--- src/logic/ardc_pkg.sv ---
// shared constants and types for the converter reference and decimation control
`default_nettype none
package ardc_pkg;

  // ************************************************************
  // register byte offsets
  // ************************************************************
  localparam logic [7:0] ADDR_MODE = 8'h00;
  localparam logic [7:0] ADDR_CTRL_ONE = 8'h04;
  localparam logic [7:0] ADDR_CTRL_TWO = 8'h08;
  localparam logic [7:0] ADDR_AUX_CTRL = 8'h0c;
  localparam logic [7:0] ADDR_CURRENT = 8'h10;
  localparam logic [7:0] ADDR_DECIM = 8'h14;
  localparam logic [7:0] ADDR_STATUS = 8'h18;
  localparam logic [7:0] ADDR_PRIM_OFFSET = 8'h1c;
  localparam logic [7:0] ADDR_PRIM_GAIN = 8'h20;
  localparam logic [7:0] ADDR_AUX_OFFSET = 8'h24;
  localparam logic [7:0] ADDR_AUX_GAIN = 8'h28;
  localparam logic [7:0] ADDR_PRIM_RESULT = 8'h2c;
  localparam logic [7:0] ADDR_AUX_RESULT = 8'h30;

  // ************************************************************
  // field positions
  // ************************************************************
  localparam int MODE_LSB = 0;
  localparam int MODE_W = 3;
  localparam int MODE_CHOP_OFF_BIT = 3;
  localparam int MODE_AUX_EN_BIT = 4;
  localparam int MODE_PRIM_EN_BIT = 5;
  localparam int MODE_NOTCH60_BIT = 6;
  localparam int ONE_BUF_LSB = 6;
  localparam int ONE_BUF_W = 2;
  localparam int ONE_DIFF_BIT = 5;
  localparam int TWO_CHAN_LSB = 0;
  localparam int TWO_CHAN_W = 4;
  localparam int TWO_REF_LSB = 6;
  localparam int TWO_REF_W = 2;
  localparam int AUX_REF_BIT = 6;
  localparam int BURNOUT_BIT = 6;
  localparam int ST_PRIM_RDY = 0;
  localparam int ST_AUX_RDY = 1;
  localparam int ST_NOREF = 2;
  localparam int ST_PRIM_ERR = 3;
  localparam int ST_AUX_ERR = 4;
  localparam int ST_CAL_BUSY = 5;
  localparam int ST_DECIM_LSB = 8;

  // ************************************************************
  // modes, channels, reference selections
  // ************************************************************
  localparam logic [2:0] MODE_IDLE = 3'h0;
  localparam logic [2:0] MODE_CONT = 3'h1;
  localparam logic [2:0] MODE_INT_ZERO = 3'h4;
  localparam logic [2:0] MODE_INT_FULL = 3'h5;
  localparam logic [2:0] MODE_SYS_ZERO = 3'h6;
  localparam logic [2:0] MODE_SYS_FULL = 3'h7;
  localparam logic [3:0] CHAN_DIFF_PAIR_THREE = 4'h2;
  localparam logic [3:0] CHAN_DIFF_PAIR_FOUR = 4'h3;
  localparam logic [1:0] REF_MAIN_PAIR = 2'h0;
  localparam logic [1:0] REF_SECOND_PAIR = 2'h1;

  // ************************************************************
  // reset values and limits
  // ************************************************************
  localparam logic [7:0] DECIM_RESET = 8'h45;
  localparam logic [7:0] DECIM_MIN_NOCHOP = 8'h03;
  localparam logic [7:0] DECIM_MIN_CHOP = 8'h0d;
  localparam logic [23:0] CLAMP_CODE = 24'hffffff;
  localparam logic [15:0] BANDGAP_MV = 16'h04e2;
  localparam logic [15:0] EXT_REF_MV = 16'h09c4;
  localparam int REF_SCALE_NUM = 1024;
  localparam int REF_SCALE_DEN = 1000;

  // ************************************************************
  // timing
  // ************************************************************
  localparam int CLK_PERIOD_NS = 40;
  localparam int DECIM_STEP_NS = 244000;
  localparam int DECIM_STEP_CYCLES = DECIM_STEP_NS / CLK_PERIOD_NS;

  typedef enum logic [1:0] {
    REFSRC_MAIN_PAIR,
    REFSRC_SECOND_PAIR,
    REFSRC_BANDGAP
  } ardc_ref_src_e;

  typedef struct packed {
    ardc_ref_src_e src;
    logic [15:0] fullscale_mv;
  } ardc_ref_ctl_s;

endpackage
`default_nettype wire

--- src/logic/ardc_conv_timer.sv ---
// conversion period timer: one period per decimation step count
`timescale 1ns/1ps
`default_nettype none
module ardc_conv_timer #(
  parameter int STEP_CYCLES = ardc_pkg::DECIM_STEP_CYCLES
) (
  // clock and reset
  input wire logic clk_i,
  input wire logic reset_i,
  // control
  input wire logic restart_i,
  input wire logic run_i,
  input wire logic [7:0] decim_i,
  // event
  output logic done_o
);
  import ardc_pkg::*;

  logic [31:0] count;
  logic [31:0] period;
  logic [31:0] next_count;
  logic at_end;

  // conversion time grows by one step per decimation increment
  assign period = 32'(decim_i) * 32'(STEP_CYCLES);
  assign at_end = run_i && (count >= period - 32'h1);
  assign next_count = (restart_i || !run_i || at_end) ? 32'h0 : count + 32'h1;

  always_ff @(posedge clk_i) begin
    if (reset_i) begin
      count <= 32'h0;
      done_o <= 1'b0;
    end else begin
      count <= next_count;
      done_o <= at_end && !restart_i;
    end
  end

endmodule // ardc_conv_timer
`default_nettype wire

--- src/logic/ardc_ctl.sv ---
// reference selection, reference detect, calibration guard and decimation control
// What this block does
// - primary picks either external pair; auxiliary uses only the main pair
// - bandgap select bit makes that converter use internal reference, halving ranges
// - primary external full scale equals applied reference times 1.024
// - burnout control bit drives currents only on pairs three/four, differential
// - burnout currents act only with input buffering enabled
// - floating or low main reference sets the no-reference status flag
// - results of a converter on the main pair are clamped while no reference is present
// - no reference during calibration of a converter on the main pair blocks the coefficient write
// - a blocked calibration sets the affected converter's error bit
// - monitor watches only the main pair, never the second pair
// - decimation value sets sinc3 factor, 3 to 255 without chopping
// - with chopping, values below 13 act as 13, up to 255
// - update rate follows decimation across its chop-dependent range
// - mode bit 6 enables the extra 60 Hz notch
// - calibration uses the current software decimation value
// - decimation is an 8-bit field, bits 7 to 0
// - decimation resets to 0x45
// - each decimation step adds 0.244 ms of conversion time
// - writing 1 to mode bit 3 turns chopping off
`timescale 1ns/1ps
`default_nettype none
module ardc_ctl #(
  parameter int STEP_CYCLES = ardc_pkg::DECIM_STEP_CYCLES,
  parameter logic [23:0] OFFSET_RESET = 24'h800000,
  parameter logic [23:0] GAIN_RESET = 24'h555555
) (
  // clock and reset
  input wire logic clk_i,
  input wire logic reset_i,
  // avalon-mm slave
  input wire logic [7:0] avs_address,
  input wire logic avs_read,
  input wire logic avs_write,
  input wire logic [31:0] avs_writedata,
  output logic [31:0] avs_readdata,
  output logic avs_waitrequest,
  // reference monitor, main pair only
  input wire logic main_ref_float_i,
  input wire logic main_ref_low_i,
  // filter outputs
  input wire logic [23:0] prim_filter_data_i,
  input wire logic prim_filter_valid_i,
  input wire logic [23:0] aux_filter_data_i,
  input wire logic aux_filter_valid_i,
  // analog and filter control
  output ardc_pkg::ardc_ref_ctl_s prim_ref_o,
  output ardc_pkg::ardc_ref_ctl_s aux_ref_o,
  output logic burnout_on_o,
  output logic [7:0] decim_factor_o,
  output logic chop_en_o,
  output logic notch60_en_o,
  output logic conv_tick_o
);
  import ardc_pkg::*;

  // ************************************************************
  // registers
  // ************************************************************
  logic [6:0] mode_reg;
  logic [7:0] ctrl_one;
  logic [7:0] ctrl_two;
  logic aux_bandgap;
  logic burnout_req;
  logic [7:0] sinc_decimation_value;
  logic prim_rdy;
  logic aux_rdy;
  logic primary_error_flag;
  logic aux_error_flag;
  logic no_reference_flag;
  logic [23:0] prim_offset;
  logic [23:0] prim_gain;
  logic [23:0] aux_offset;
  logic [23:0] aux_gain;
  logic [23:0] prim_result;
  logic [23:0] aux_result;
  logic ack;

  function automatic logic sticky(input logic cur, input logic set, input logic clr);
    sticky = set | (cur & ~clr);
  endfunction

  // ************************************************************
  // bus decode
  // ************************************************************
  wire req = avs_read | avs_write;
  wire wr_en = avs_write & ack;
  wire wr_mode = wr_en && (avs_address == ADDR_MODE);
  wire wr_one = wr_en && (avs_address == ADDR_CTRL_ONE);
  wire wr_two = wr_en && (avs_address == ADDR_CTRL_TWO);
  wire wr_aux = wr_en && (avs_address == ADDR_AUX_CTRL);
  wire wr_cur = wr_en && (avs_address == ADDR_CURRENT);
  wire wr_decim = wr_en && (avs_address == ADDR_DECIM);
  wire wr_status = wr_en && (avs_address == ADDR_STATUS);
  wire wr_poff = wr_en && (avs_address == ADDR_PRIM_OFFSET);
  wire wr_pgain = wr_en && (avs_address == ADDR_PRIM_GAIN);
  wire wr_aoff = wr_en && (avs_address == ADDR_AUX_OFFSET);
  wire wr_again = wr_en && (avs_address == ADDR_AUX_GAIN);

  // one wait cycle per access keeps read data registered
  assign avs_waitrequest = req & ~ack;

  // ************************************************************
  // reference selection
  // ************************************************************
  wire [1:0] prim_ref_code = ctrl_two[TWO_REF_LSB +: TWO_REF_W];
  wire prim_on_main = (prim_ref_code == REF_MAIN_PAIR);
  wire aux_on_main = ~aux_bandgap;
  wire [15:0] ext_scaled_mv = 16'((32'(EXT_REF_MV) * REF_SCALE_NUM) / REF_SCALE_DEN);

  ardc_ref_ctl_s next_prim_ref;
  ardc_ref_ctl_s next_aux_ref;
  always_comb begin
    if (prim_on_main) begin
      next_prim_ref.src = REFSRC_MAIN_PAIR;
      next_prim_ref.fullscale_mv = ext_scaled_mv;
    end else if (prim_ref_code == REF_SECOND_PAIR) begin
      next_prim_ref.src = REFSRC_SECOND_PAIR;
      next_prim_ref.fullscale_mv = ext_scaled_mv;
    end else begin
      next_prim_ref.src = REFSRC_BANDGAP;
      next_prim_ref.fullscale_mv = BANDGAP_MV;
    end
    if (aux_on_main) begin
      next_aux_ref.src = REFSRC_MAIN_PAIR;
      next_aux_ref.fullscale_mv = EXT_REF_MV;
    end else begin
      next_aux_ref.src = REFSRC_BANDGAP;
      next_aux_ref.fullscale_mv = BANDGAP_MV;
    end
  end

  // ************************************************************
  // burnout current gate
  // ************************************************************
  wire [3:0] chan = ctrl_two[TWO_CHAN_LSB +: TWO_CHAN_W];
  wire chan_ok = (chan == CHAN_DIFF_PAIR_THREE) || (chan == CHAN_DIFF_PAIR_FOUR);
  wire buffered = |ctrl_one[ONE_BUF_LSB +: ONE_BUF_W];
  wire next_burnout = burnout_req & chan_ok & ctrl_one[ONE_DIFF_BIT]
                      & buffered;

  // ************************************************************
  // decimation and filter options
  // ************************************************************
  wire chop_off = mode_reg[MODE_CHOP_OFF_BIT];
  wire [7:0] decim_min = chop_off ? DECIM_MIN_NOCHOP : DECIM_MIN_CHOP;
  // calibration and conversion both use the live software value
  wire [7:0] next_decim = (sinc_decimation_value < decim_min) ? decim_min
                          : sinc_decimation_value;

  // ************************************************************
  // reference monitor and calibration
  // ************************************************************
  // second pair has no monitor input at all
  wire next_noref = main_ref_float_i | main_ref_low_i;
  wire [2:0] mode = mode_reg[MODE_LSB +: MODE_W];
  wire cal_active = (mode == MODE_INT_ZERO) || (mode == MODE_INT_FULL)
                    || (mode == MODE_SYS_ZERO) || (mode == MODE_SYS_FULL);
  wire cal_gain = mode[0];
  wire prim_sel = mode_reg[MODE_PRIM_EN_BIT];
  wire aux_sel = mode_reg[MODE_AUX_EN_BIT];
  wire prim_bad = no_reference_flag & prim_on_main;
  wire aux_bad = no_reference_flag & aux_on_main;
  // a lost reference halts the calibration at once
  wire cal_halt = cal_active & ((prim_sel & prim_bad) | (aux_sel & aux_bad));
  wire run = (mode != MODE_IDLE) & (prim_sel | aux_sel);
  wire conv_done;
  wire cal_done = cal_active & conv_done & ~cal_halt;
  wire ld_poff = cal_done & prim_sel & ~cal_gain;
  wire ld_pgain = cal_done & prim_sel & cal_gain;
  wire ld_aoff = cal_done & aux_sel & ~cal_gain;
  wire ld_again = cal_done & aux_sel & cal_gain;
  wire set_perr = cal_halt & prim_sel & prim_bad;
  wire set_aerr = cal_halt & aux_sel & aux_bad;

  ardc_conv_timer #(
    .STEP_CYCLES(STEP_CYCLES)
  ) u_timer (
    .clk_i(clk_i),
    .reset_i(reset_i),
    .restart_i(wr_mode),
    .run_i(run),
    .decim_i(next_decim),
    .done_o(conv_done)
  );

  // ************************************************************
  // read mux
  // ************************************************************
  wire [31:0] status_word = {16'h0, next_decim, 2'h0, cal_active, aux_error_flag,
                             primary_error_flag, no_reference_flag, aux_rdy, prim_rdy};
  logic [31:0] next_rdata;
  always_comb begin
    case (avs_address)
      ADDR_MODE: next_rdata = {25'h0, mode_reg};
      ADDR_CTRL_ONE: next_rdata = {24'h0, ctrl_one};
      ADDR_CTRL_TWO: next_rdata = {24'h0, ctrl_two};
      ADDR_AUX_CTRL: next_rdata = {25'h0, aux_bandgap, 6'h0};
      ADDR_CURRENT: next_rdata = {25'h0, burnout_req, 6'h0};
      ADDR_DECIM: next_rdata = {24'h0, sinc_decimation_value};
      ADDR_STATUS: next_rdata = status_word;
      ADDR_PRIM_OFFSET: next_rdata = {8'h0, prim_offset};
      ADDR_PRIM_GAIN: next_rdata = {8'h0, prim_gain};
      ADDR_AUX_OFFSET: next_rdata = {8'h0, aux_offset};
      ADDR_AUX_GAIN: next_rdata = {8'h0, aux_gain};
      ADDR_PRIM_RESULT: next_rdata = {8'h0, prim_result};
      ADDR_AUX_RESULT: next_rdata = {8'h0, aux_result};
      default: next_rdata = 32'h0;
    endcase
  end

  // ************************************************************
  // bus and control registers
  // ************************************************************
  always_ff @(posedge clk_i) begin
    if (reset_i) begin
      ack <= 1'b0;
      avs_readdata <= 32'h0;
      mode_reg <= 7'h0;
      ctrl_one <= 8'h0;
      ctrl_two <= 8'h0;
      aux_bandgap <= 1'b0;
      burnout_req <= 1'b0;
      sinc_decimation_value <= DECIM_RESET;
    end else begin
      ack <= req & ~ack;
      if (avs_read & ~ack) avs_readdata <= next_rdata;
      if (wr_mode) mode_reg <= avs_writedata[6:0];
      else if (cal_halt || cal_done) mode_reg[MODE_LSB +: MODE_W] <= MODE_IDLE;
      if (wr_one) ctrl_one <= avs_writedata[7:0];
      if (wr_two) ctrl_two <= avs_writedata[7:0];
      if (wr_aux) aux_bandgap <= avs_writedata[AUX_REF_BIT];
      if (wr_cur) burnout_req <= avs_writedata[BURNOUT_BIT];
      if (wr_decim) sinc_decimation_value <= avs_writedata[7:0];
    end
  end

  // ************************************************************
  // status, coefficients and results
  // ************************************************************
  always_ff @(posedge clk_i) begin
    if (reset_i) begin
      no_reference_flag <= 1'b0;
      prim_rdy <= 1'b0;
      aux_rdy <= 1'b0;
      primary_error_flag <= 1'b0;
      aux_error_flag <= 1'b0;
      prim_offset <= OFFSET_RESET;
      prim_gain <= GAIN_RESET;
      aux_offset <= OFFSET_RESET;
      aux_gain <= GAIN_RESET;
      prim_result <= 24'h0;
      aux_result <= 24'h0;
    end else begin
      no_reference_flag <= next_noref;
      // hardware set wins over a software clear in the same cycle
      prim_rdy <= sticky(prim_rdy, prim_filter_valid_i | ld_poff | ld_pgain,
                         wr_status & avs_writedata[ST_PRIM_RDY]);
      aux_rdy <= sticky(aux_rdy, aux_filter_valid_i | ld_aoff | ld_again,
                        wr_status & avs_writedata[ST_AUX_RDY]);
      primary_error_flag <= sticky(primary_error_flag, set_perr,
                                   wr_status & avs_writedata[ST_PRIM_ERR]);
      aux_error_flag <= sticky(aux_error_flag, set_aerr,
                               wr_status & avs_writedata[ST_AUX_ERR]);
      if (ld_poff) prim_offset <= prim_filter_data_i;
      else if (wr_poff) prim_offset <= avs_writedata[23:0];
      if (ld_pgain) prim_gain <= prim_filter_data_i;
      else if (wr_pgain) prim_gain <= avs_writedata[23:0];
      if (ld_aoff) aux_offset <= aux_filter_data_i;
      else if (wr_aoff) aux_offset <= avs_writedata[23:0];
      if (ld_again) aux_gain <= aux_filter_data_i;
      else if (wr_again) aux_gain <= avs_writedata[23:0];
      if (prim_filter_valid_i)
        prim_result <= prim_bad ? CLAMP_CODE : prim_filter_data_i;
      if (aux_filter_valid_i)
        aux_result <= aux_bad ? CLAMP_CODE : aux_filter_data_i;
    end
  end

  // ************************************************************
  // outputs
  // ************************************************************
  always_ff @(posedge clk_i) begin
    if (reset_i) begin
      prim_ref_o <= '{src: REFSRC_MAIN_PAIR, fullscale_mv: 16'h0};
      aux_ref_o <= '{src: REFSRC_MAIN_PAIR, fullscale_mv: 16'h0};
      burnout_on_o <= 1'b0;
      decim_factor_o <= DECIM_RESET;
      chop_en_o <= 1'b1;
      notch60_en_o <= 1'b0;
      conv_tick_o <= 1'b0;
    end else begin
      prim_ref_o <= next_prim_ref;
      aux_ref_o <= next_aux_ref;
      burnout_on_o <= next_burnout;
      decim_factor_o <= next_decim;
      chop_en_o <= ~chop_off;
      notch60_en_o <= mode_reg[MODE_NOTCH60_BIT];
      conv_tick_o <= conv_done;
    end
  end

endmodule // ardc_ctl
`default_nettype wire

--- config.mk ---
export PLATFORM = sky130hd
export DESIGN_NAME = ardc_ctl
export DESIGN_NICKNAME = d
export VERILOG_FILES = /design/src/logic/ardc_pkg.sv /design/src/logic/ardc_conv_timer.sv /design/src/logic/ardc_ctl.sv
export SDC_FILE = /design/constraint.sdc
export NUM_CORES = 1
export LEC_CHECK = 0
export BUFFER_PORTS_ARGS = -buffer_cell sky130_fd_sc_hd__buf_2
export CELL_PAD_IN_SITES_DETAIL_PLACEMENT = 0
export CELL_PAD_IN_SITES_GLOBAL_PLACEMENT = 1
export CORE_ASPECT_RATIO = 0.6
export CORE_UTILIZATION = 40
export CTS_BUF_LIST = sky130_fd_sc_hd__clkbuf_8 sky130_fd_sc_hd__clkbuf_16
export DETAILED_ROUTE_END_ITERATION = 7
export GPL_ROUTABILITY_DRIVEN = 1
export PLACE_DENSITY = 0.88
export SLEW_MARGIN = 5
export SYNTH_ARGS = -nofsm -noshare
export SYNTH_HDL_FRONTEND = slang
export SYNTH_SLANG_ARGS = --single-unit
--- constraint.sdc ---
create_clock -name clk_i -period 7.89 [get_ports clk_i]
set_input_delay 0.3945 -clock clk_i [delete_from_list [all_inputs] [get_ports clk_i]]
set_output_delay 0.3945 -clock clk_i [all_outputs]
set_load 0.01 [all_outputs]
==> impl_summary.log, run 1 <==
INFO  metric outcome = finished clean
INFO  metric critical-path-top-cell-by-count = inv_1
INFO  metric core_area = 36400 um^2
INFO  metric avgRoutedWirePerCell = 22.4 um
INFO  metric first_global_vias = 13005
INFO  metric multi_input_area = 8920 um^2
INFO  metric dp.final_hpwl = 36.3 mm
INFO  metric yosys-top-cells-area = dfxtp_1, ha_1, nand2_1
INFO  metric post-route-min-period = 7630 ps
INFO  metric initial_core_util = 40.8%
INFO  metric final_min_period_over_clock_period = 96.8%
INFO  metric cts_root_buf = clkbuf_16
INFO  metric worst_vdd_rail_ir_drop = 0.165 mV
INFO  metric number_of_flops_mapped_to_enable_cells_by_yosys = 0
INFO  metric grt_start_max_net_pins = 84
INFO  metric netlist_top_cells_count = dfxtp_1, nand2_1, nor2_1
INFO  metric timing.hold.worst.class = in2reg
INFO  metric antenna_found_initial = 1
INFO  metric cp_slowest_cell = fa_1
INFO  metric yosys.area.top_type_share = 34.8%
INFO  metric register_area = 5170 um^2
INFO  metric fmax = 131 MHz
INFO  metric synth-seq-area-share = 34.8%
INFO  metric report.final.hold_viol_count = 0
INFO  metric yosysMostFrequentCell = dfxtp_1
INFO  metric clk_transition_reported_paths = 70 ps
INFO  metric grt_pass1_wl = 77.2 mm
INFO  metric io_buffer_count = 142
INFO  metric timing.clock.skew = 20.7 ps
INFO  metric worst-endpoint-arrival = 8140 ps
INFO  metric synth_ff_type = dfxtp_1
INFO  metric synth_cell_types = 86
INFO  metric antenna_left = 0
INFO  metric crit_path_launch_type = flip-flop
INFO  metric track_usage = 26.5%
INFO  metric synth_area_per_cell = 8.59 um^2
INFO  metric ctsHtreeMaxLevel = 1
INFO  metric synth_area = 14800 um^2
INFO  metric drv_cap = 0
INFO  metric largest_register_ff_count = 32
INFO  metric num-nets-final = 2027
INFO  metric critical_path_peak_fanout = 6
INFO  metric detailed_router_s_first_iteration_violation_count = 1660
INFO  metric slew-limit-headroom = 12.6%
INFO  metric flow.area_growth_from_synthesis = 15.2%
INFO  metric syn-instance-count = 1729
INFO  metric registers.top_by_ff_count = u_timer.count
INFO  metric post_drt_via_cell_ratio = 5.92
INFO  metric max_stage_delay = 560 ps
INFO  metric fp.dieArea = 37900 um^2
INFO  metric end_kind = flip-flop
INFO  metric final_layout_size_suffix_gt1_share = 20.1%
INFO  metric tritoncts.num_buffers = 26
INFO  metric drt-pass1-iter-count = 8
INFO  metric holdBufCountCts = 0
INFO  metric drt-total-wl = 51.9 mm
INFO  metric tritoncts_num_sinks = 258
INFO  metric drv_slew = 0
INFO  metric power_leakage = 0.00683 uW
INFO  metric totalNegativeSetupSlack = 0 ps
INFO  metric power-per-cell-area = 167 nW/um^2
INFO  metric setup_viol = 0
INFO  metric worst_skew_pair.late_latency = 580 ps
INFO  metric power = 2860 uW
INFO  metric cp_data_required_time = 8400 ps
INFO  metric yosysTopAreaCell = dfxtp_1
INFO  metric die_h = 151 um
INFO  metric drc_errors = 0
INFO  metric finalWeightedCongestion = 0.990
INFO  metric dr_total_vias = 13746
INFO  metric fp-row-count = 54
INFO  metric fp.dieW = 251 um
INFO  metric grt-ovfl-total = 0
INFO  metric ys_seq_elements = 258
INFO  metric antennaDiodeCount = 0
INFO  metric cts-root-to-sink-buffers = 3
INFO  metric n_fill_cell = 3449
INFO  metric critical_setup_path_kind = reg2reg
INFO  metric synth-async-reset-ratio = 0%
INFO  metric worst_pin_slew = 1300 ps
INFO  metric io-pin-count = 177
INFO  metric tritoncts = yes
INFO  metric synthesis.yosys.warnings = 0
[worst max-delay path, delay by kind of cell (launching register included)]
family | cells | cell delay, ps
compound gates | 10 | 1980
fa+ha+maj | 7 | 2870
buf+inv | 8 | 840
flops | 1 | 320
mux | 1 | 350
simple gates | 5 | 1180
[worst paths after layout]
| check | from | to | slack (ps) | cells past startpoint |
|---|---|---|---|---|
| hold reg to reg | u_timer.count[0] | u_timer.count[0] | 450 | 1 |
| setup reg to reg | mode_reg[3] | u_timer.count[2] | 260 | 31 |
| hold / removal | main_ref_float_i | no_reference_flag | 50 | 3 |
| setup / recovery | mode_reg[3] | u_timer.count[2] | 260 | 31 |
[repair_timing]
action / in CTS / in global routing
setup buffers: 2 / 5
gates resized for setup: 0 / 37
cloned: 0 / 3
endpoints found under the setup margin: 32 / 33
pin swaps: 0 / 16
[layout by cell type (no fill, tap or decap), types with 7 or more instances in the layout]
cell	count
o21ai_1	25
buf_2	141
a211oi_1	47
nand3_1	59
nand4_1	15
o221a_2	48
a311oi_1	24
and3_1	13
mux2_2	7
clkbuf_16	28
conb_1	26
a221oi_1	13
fa_1	25
buf_4	60
o21ai_0	50
xnor2_1	26
nand2_1	218
a21o_1	17
xor2_1	32
mux2i_1	74
nor2_1	185
nor3_1	19
a21oi_1	69
dfxtp_1	257
and2_1	7
a22o_1	13
ha_1	72
mux4_2	7
nor2b_1	10
inv_1	65
o211ai_1	7
nor4_1	7
a22oi_1	42
[cell families (layout without fill, tap and decap cells)]
kind of cell,Yosys count,after routing,share of synthesized area (%)
multiplexers,91,91,6.81
other,1,26,0.0253
AO/OA/AOI/OAI,407,407,20.2
XOR/XNOR,59,59,3.53
flip-flops,258,258,34.8
buffers and inverters,233,324,7.21
adder cells (fa/ha/maj),105,105,10.2
AND/OR/NAND/NOR,575,575,17.3
[through the flow]
stage	instances	utilization [%]	hold slack, ps	cell area, um^2	setup slack (ps)
final	2321	46.9	45.6	17100	255
after detailed placement	2264	43.7	439	15900	-153
after global placement	2264	43.7	425	15900	91.7
after floorplan	1754	-	418	14900	103
after CTS	2313	46.2	36.2	16800	22.0
after global routing	2321	46.9	77.8	17100	-47.8
[metal layers]
metal,GRT usage (%),routed length (um)
met5,0,13
met4,5.58,784
met3,10.2,6810
met2,35.7,20400
met1,38.9,23900
[cell type report]
type                    count  share of cell area (%)
clock inverters            17                    1.05
multi-input cells        1263                    52.2
inverters                  69                    1.53
clock buffers              30                    4.13
flip-flops and latches    258                    30.2
repair buffers            208                    7.44
well taps                 476                    3.48
[power by group]
part / total (uW) / internal (uW) / leakage (uW) / switching [uW]
logic: 202 / 66.8 / 0.00430 / 135
registers: 1340 / 1320 / 0.00210 / 13.9
clock network: 1320 / 718 / 0.000435 / 598
Note: power is estimated with default switching activity, not from simulation.
==> run 2: changes to the inputs <==
--- a/config.mk
+++ b/config.mk
@@ -9,6 +9,7 @@
 export CELL_PAD_IN_SITES_DETAIL_PLACEMENT = 0
 export CELL_PAD_IN_SITES_GLOBAL_PLACEMENT = 1
 export CORE_ASPECT_RATIO = 0.6
+export CORE_MARGIN = 3
 export CORE_UTILIZATION = 40
 export CTS_BUF_LIST = sky130_fd_sc_hd__clkbuf_8 sky130_fd_sc_hd__clkbuf_16
 export DETAILED_ROUTE_END_ITERATION = 7
==> impl_summary.log, run 2 (synthesis results as in run 1) <==
INFO  metric outcome = finished clean
INFO  metric worst_skew_pair.late_latency = 550 ps
INFO  metric min_to = no_reference_flag
INFO  metric n_fill_cell = 3392
INFO  metric track_usage = 25.3%
INFO  metric report.final.hold_viol_count = 0
INFO  metric layoutNonFillerInstCount = 2314
INFO  metric worst_pin_slew = 1490 ps
INFO  metric timing.clock.skew = 14.3 ps
INFO  metric min_delay_path_depth = 3
INFO  metric post-route-min-period = 7660 ps
INFO  metric end_kind = flip-flop
INFO  metric fmax = 131 MHz
INFO  metric num-nets-final = 2029
INFO  metric worst-endpoint-arrival = 8140 ps
INFO  metric cts-root-to-sink-buffers = 3
INFO  metric tritoncts = yes
INFO  metric drc_errors = 0
INFO  metric grt_start_max_net_pins = 83
INFO  metric power_leakage = 0.00684 uW
INFO  metric hold_path_startpoint = main_ref_float_i
INFO  metric post_drt_via_cell_ratio = 5.96
INFO  metric crit-reg2reg-launch = mode_reg[3]
INFO  metric tritoncts.num_buffers = 26
INFO  metric timing.reg2reg.worst_path_depth = 33
INFO  metric register_area = 5170 um^2
INFO  metric drt-pass1-iter-count = 6
INFO  metric place_inst = 2255
INFO  metric clk_transition_reported_paths = 60 ps
INFO  metric largest_register_ff_count = 32
INFO  metric drv_slew = 0
INFO  metric final_layout_size_suffix_gt1_share = 20.6%
INFO  metric fp.dieArea = 39500 um^2
INFO  metric antenna_left = 0
INFO  metric core_area = 35800 um^2
INFO  metric tritoncts_num_sinks = 258
INFO  metric power-per-cell-area = 165 nW/um^2
INFO  metric dp.final_hpwl = 37.0 mm
INFO  metric worst_vdd_rail_ir_drop = 0.133 mV
INFO  metric drv_cap = 0
INFO  metric fp-row-count = 53
INFO  metric die_h = 155 um
INFO  metric initial_core_util = 41.5%
INFO  metric first_global_vias = 12838
INFO  metric drt-total-wl = 52.3 mm
INFO  metric fp.dieW = 255 um
INFO  metric timing.hold.worst.class = in2reg
INFO  metric dr_total_vias = 13801
INFO  metric detailed_router_s_first_iteration_violation_count = 1903
INFO  metric registers.top_by_ff_count = u_timer.count
INFO  metric mostFrequentLayoutCells = dfxtp_1, nand2_1, nor2_1, buf_2, mux2i_1
INFO  metric mostFrequentLayoutCell = dfxtp_1
INFO  metric ctsHtreeMaxLevel = 1
INFO  metric io-pin-count = 177
INFO  metric cp_slowest_cell = fa_1
INFO  metric avgRoutedWirePerCell = 22.6 um
INFO  metric max_stage_delay = 560 ps
INFO  metric r2r_end = u_timer.count[11]
INFO  metric power = 2820 uW
INFO  metric reg2reg_slack = 230 ps
INFO  metric multi_input_area = 8990 um^2
INFO  metric slew-limit-headroom = 0.989%
INFO  metric flow.area_growth_from_synthesis = 15.4%
INFO  metric grt_pass1_wl = 77.3 mm
INFO  metric antenna_found_initial = 2
INFO  metric io_buffer_count = 142
INFO  metric critical-path-top-cell-by-count = fa_1
INFO  metric crit_path_launch_type = flip-flop
INFO  metric holdBufCountCts = 0
INFO  metric final_min_period_over_clock_period = 97.1%
INFO  metric setup_viol = 0
INFO  metric finalWeightedCongestion = 0.990
INFO  metric cp_data_required_time = 8370 ps
INFO  metric cts_root_buf = clkbuf_16
INFO  metric grt-ovfl-total = 0
INFO  metric critical_path_peak_fanout = 7
INFO  metric critical_setup_path_kind = reg2reg
## run 2: what timing repair did
item	in CTS	in global routing
gates resized for setup	3	54
cloned	0	3
endpoints found under the setup margin	32	33
pin swaps	0	23
setup buffers	1	9
## run 2: worst max path at each step
stage / to / slack (ps) / start / cells past startpoint
4_1_cts: u_timer.count[2] / 0.9 / mode_reg[3] / 32
3_5_place_dp: u_timer.count[13] / -50 / mode_reg[3] / 35
3_3_place_gp: u_timer.count[17] / 120 / mode_reg[3] / 36
2_1_floorplan: u_timer.count[25] / 100 / mode_reg[3] / 32
5_1_grt: u_timer.count[11] / -110 / mode_reg[3] / 33
6_report: u_timer.count[11] / 230 / mode_reg[3] / 33
## run 2: layout make-up
cell class | instances | share of cell area (%)
inverters | 69 | 1.53
clock inverters | 15 | 0.752
multi-input cells | 1263 | 52.5
flip-flops and latches | 258 | 30.2
repair buffers | 210 | 7.42
clock buffers | 31 | 4.26
diodes | 1 | 0.0146
well taps | 467 | 3.41
## run 2: worst max-delay path, delay by kind of cell, from the launching register on
kind	cells	cell delay, ps
AOI/OAI and AO/OA	11	1960
muxes	1	350
buffers and inverters	9	1000
and+or+nand+nor	5	1080
DFF	1	340
adders and majority gates	7	2820
## run 2: layer usage
metal  track usage, %  up-vias  wire [um]
met2             32.6      743      19800
met1             39.6     6681      24800
met4             4.31        2        757
met5                0        -         13
li1                 -     6307          -
met3             9.31       68       6900
## run 2: through the flow
step / setup WS (ps) / utilization, % / cell area (um^2) / hold slack [ps] / setup TNS (ps)
2_1_floorplan: 103 / - / 14900 / 418 / 0
3_3_place_gp: 118 / 44.4 / 15900 / 424 / 0
3_5_place_dp: -47.8 / 44.4 / 15900 / 445 / -905
4_1_cts: 0.904 / 46.9 / 16800 / 59.0 / 0
6_report: 230 / 47.8 / 17100 / 73.6 / 0
5_1_grt: -108 / 47.8 / 17100 / 98.6 / -2370
## run 2: power breakdown
part	internal, uW	total, uW	switching [uW]	leakage, uW
Combinational	67.0	202	135	0.00430
Sequential	1320	1340	14.6	0.00210
Clock	723	1280	557	0.000444
Total	2110	2820	707	0.00684
==> run 3: changes to the inputs <==
--- a/config.mk
+++ b/config.mk
@@ -6,7 +6,7 @@
 export NUM_CORES = 1
 export LEC_CHECK = 0
 export BUFFER_PORTS_ARGS = -buffer_cell sky130_fd_sc_hd__buf_2
-export CELL_PAD_IN_SITES_DETAIL_PLACEMENT = 0
+export CELL_PAD_IN_SITES_DETAIL_PLACEMENT = 1
 export CELL_PAD_IN_SITES_GLOBAL_PLACEMENT = 1
 export CORE_ASPECT_RATIO = 0.6
 export CORE_MARGIN = 3
@@ -15,6 +15,7 @@
 export DETAILED_ROUTE_END_ITERATION = 7
 export GPL_ROUTABILITY_DRIVEN = 1
 export PLACE_DENSITY = 0.88
+export SETUP_SLACK_MARGIN = 0.5
 export SLEW_MARGIN = 5
 export SYNTH_ARGS = -nofsm -noshare
 export SYNTH_HDL_FRONTEND = slang
==> impl_summary.log, run 3 (synthesis results as in run 1) <==
INFO  metric outcome = finished clean
INFO  metric drt-pass1-iter-count = 8
INFO  metric crit-reg2reg-launch = mode_reg[3]
INFO  metric report.final.hold_viol_count = 0
INFO  metric drc_errors = 0
INFO  metric postPlaceCellArea = 15900 um^2
INFO  metric first_global_vias = 15087
INFO  metric largest_register_ff_count = 32
INFO  metric n_fill_cell = 4166
INFO  metric tritoncts.num_buffers = 25
INFO  metric design_area = 17400 um^2
INFO  metric flow.area_growth_from_synthesis = 17.2%
INFO  metric cts-root-to-sink-buffers = 3
INFO  metric crit_path_end = u_timer.count[12]
INFO  metric fp.dieArea = 39500 um^2
INFO  metric final_layout_size_suffix_gt1_share = 22.8%
INFO  metric worst_vdd_rail_ir_drop = 0.142 mV
INFO  metric timing.hold.worst.class = in2reg
INFO  metric critical_path_peak_fanout = 8
INFO  metric drt-total-wl = 60.4 mm
INFO  metric end_kind = flip-flop
INFO  metric timing.reg2reg.worst_path_depth = 33
INFO  metric rsz0062_at_grt = yes
INFO  metric fmax = 131 MHz
INFO  metric registers.top_by_ff_count = u_timer.count
INFO  metric cts_root_buf = clkbuf_16
INFO  metric crit_path_launch_type = flip-flop
INFO  metric tritoncts_num_sinks = 258
INFO  metric clk_transition_reported_paths = 80 ps
INFO  metric drv_slew = 0
INFO  metric critical_setup_path_kind = reg2reg
INFO  metric ctsHtreeMaxLevel = 1
INFO  metric max_stage_delay = 540 ps
INFO  metric worst-endpoint-arrival = 8100 ps
INFO  metric drv_cap = 0
INFO  metric post-route-min-period = 7610 ps
INFO  metric avgRoutedWirePerCell = 26.0 um
INFO  metric power-per-cell-area = 158 nW/um^2
INFO  metric mostFrequentLayoutCell = dfxtp_1
INFO  metric io-pin-count = 177
INFO  metric dr_total_vias = 14675
INFO  metric layoutNonFillerInstCount = 2325
INFO  metric critPathLaunch = mode_reg[3]
INFO  metric power_leakage = 0.00688 uW
INFO  metric detailed_router_s_first_iteration_violation_count = 1781
INFO  metric setup_viol = 0
INFO  metric die_h = 155 um
INFO  metric worst_skew_pair.late_latency = 560 ps
INFO  metric post-place-ws = -181 ps
INFO  metric cp_slowest_cell = or4_4
INFO  metric mostFrequentLayoutCells = dfxtp_1, nand2_1, nor2_1, buf_2, mux2i_1
INFO  metric final_min_period_over_clock_period = 96.5%
INFO  metric tritoncts = yes
INFO  metric timing.clock.skew = 24.2 ps
INFO  metric core_area = 35800 um^2
INFO  metric r2r_end = u_timer.count[12]
INFO  metric finalHoldWorstSlack = 59.2 ps
INFO  metric track_usage = 29.2%
INFO  metric num-nets-final = 2039
INFO  metric dp.final_hpwl = 40.7 mm
INFO  metric grt_pass1_wl = 89.8 mm
INFO  metric finalWeightedCongestion = 1.02
INFO  metric io_buffer_count = 142
INFO  metric post_drt_via_cell_ratio = 6.31
INFO  metric initial_core_util = 41.5%
INFO  metric cp_data_required_time = 8370 ps
INFO  metric antenna_left = 0
INFO  metric worst_pin_slew = 1470 ps
INFO  metric grt-ovfl-total = 0
INFO  metric place_inst = 2240
INFO  metric slew-limit-headroom = 2.16%
INFO  metric antenna_found_initial = 6
INFO  metric fp-row-count = 53
INFO  metric grt_start_max_net_pins = 57
INFO  metric reg2reg_slack = 280 ps
INFO  metric worst_slack = 276 ps
INFO  metric fp.dieW = 255 um
INFO  metric totalNegativeSetupSlack = 0 ps
## run 3: cell types whose count changed in the layout (fill, tap and decap cells not counted), sizes merged
| cell | change |
|---|---|
| diode | +2 |
| bufinv | -1 |
| clkbuf | -4 |
| clkinv | +1 |
| buf | +12 |
| clkinvlp | +1 |
## run 3: area by class of cell
class / count / area, um^2 / share of cell area (%)
Antenna cell: 3 / 7.51 / 0.0431
Sequential cell: 258 / 5170 / 29.7
Clock inverter: 16 / 113 / 0.647
Multi-Input combinational cell: 1263 / 9200 / 52.8
Clock buffer: 28 / 667 / 3.83
Timing Repair Buffer: 221 / 1400 / 8.03
Inverter: 69 / 267 / 1.53
Tap cell: 467 / 584 / 3.36
## run 3: worst min-delay path by stage
stage | from | endpoint | slack (ps) | depth (start not counted)
floorplan | u_timer.count[0] | u_timer.count[0] | 420 | 1
global placement | u_timer.count[0] | u_timer.count[0] | 420 | 1
detailed placement | avs_readdata[1] | avs_readdata[1] | 450 | 2
CTS | main_ref_float_i | no_reference_flag | 50 | 3
global route | main_ref_float_i | no_reference_flag | 50 | 3
finish | main_ref_float_i | no_reference_flag | 60 | 3
## run 3: stage by stage
step                      power, uW  util (%)
after floorplan                1480         -
after global placement         1560      44.3
after detailed placement       1560      44.3
after CTS                      2740      47.9
after global routing           2810      48.6
final                          2750      48.6
## run 3: routing by layer
| layer | GRT usage [%] | part of all wire, % | wire length [um] | vias to the layer above |
|---|---|---|---|---|
| met5 | 0 | 0.048 | 29 | - |
| met4 | 7.21 | 2.3 | 1420 | 6 |
| met3 | 11.9 | 13 | 7910 | 152 |
| met2 | 43.1 | 43 | 26000 | 865 |
| met1 | 39.6 | 42 | 25100 | 7333 |
| li1 | - | - | - | 6319 |
## run 3: power by group
group	switching (uW)	internal (uW)	total (uW)
Combinational	141	66.9	208
Clock	562	640	1200
Sequential	15.2	1320	1340
## run 3: critical path, delay by kind of cell, from the launching register on
family / cells / cell delay, ps
adder cells (fa/ha/maj): 7 / 2710
AO/OA/AOI/OAI: 11 / 1930
AND/OR/NAND/NOR: 6 / 1330
buffers and inverters: 8 / 790
flip-flops: 1 / 400
multiplexers: 1 / 360
## run 3: what timing repair did
| item | 4_1_cts | 5_1_grt |
|---|---|---|
| resized for setup | 62 | 31 |
| hold buffers | 0 | 0 |
| pin swaps | 25 | 12 |
| cloned | 3 | 0 |
| setup buffers | 21 | 14 |
| setup endpoints to repair | 33 | 33 |
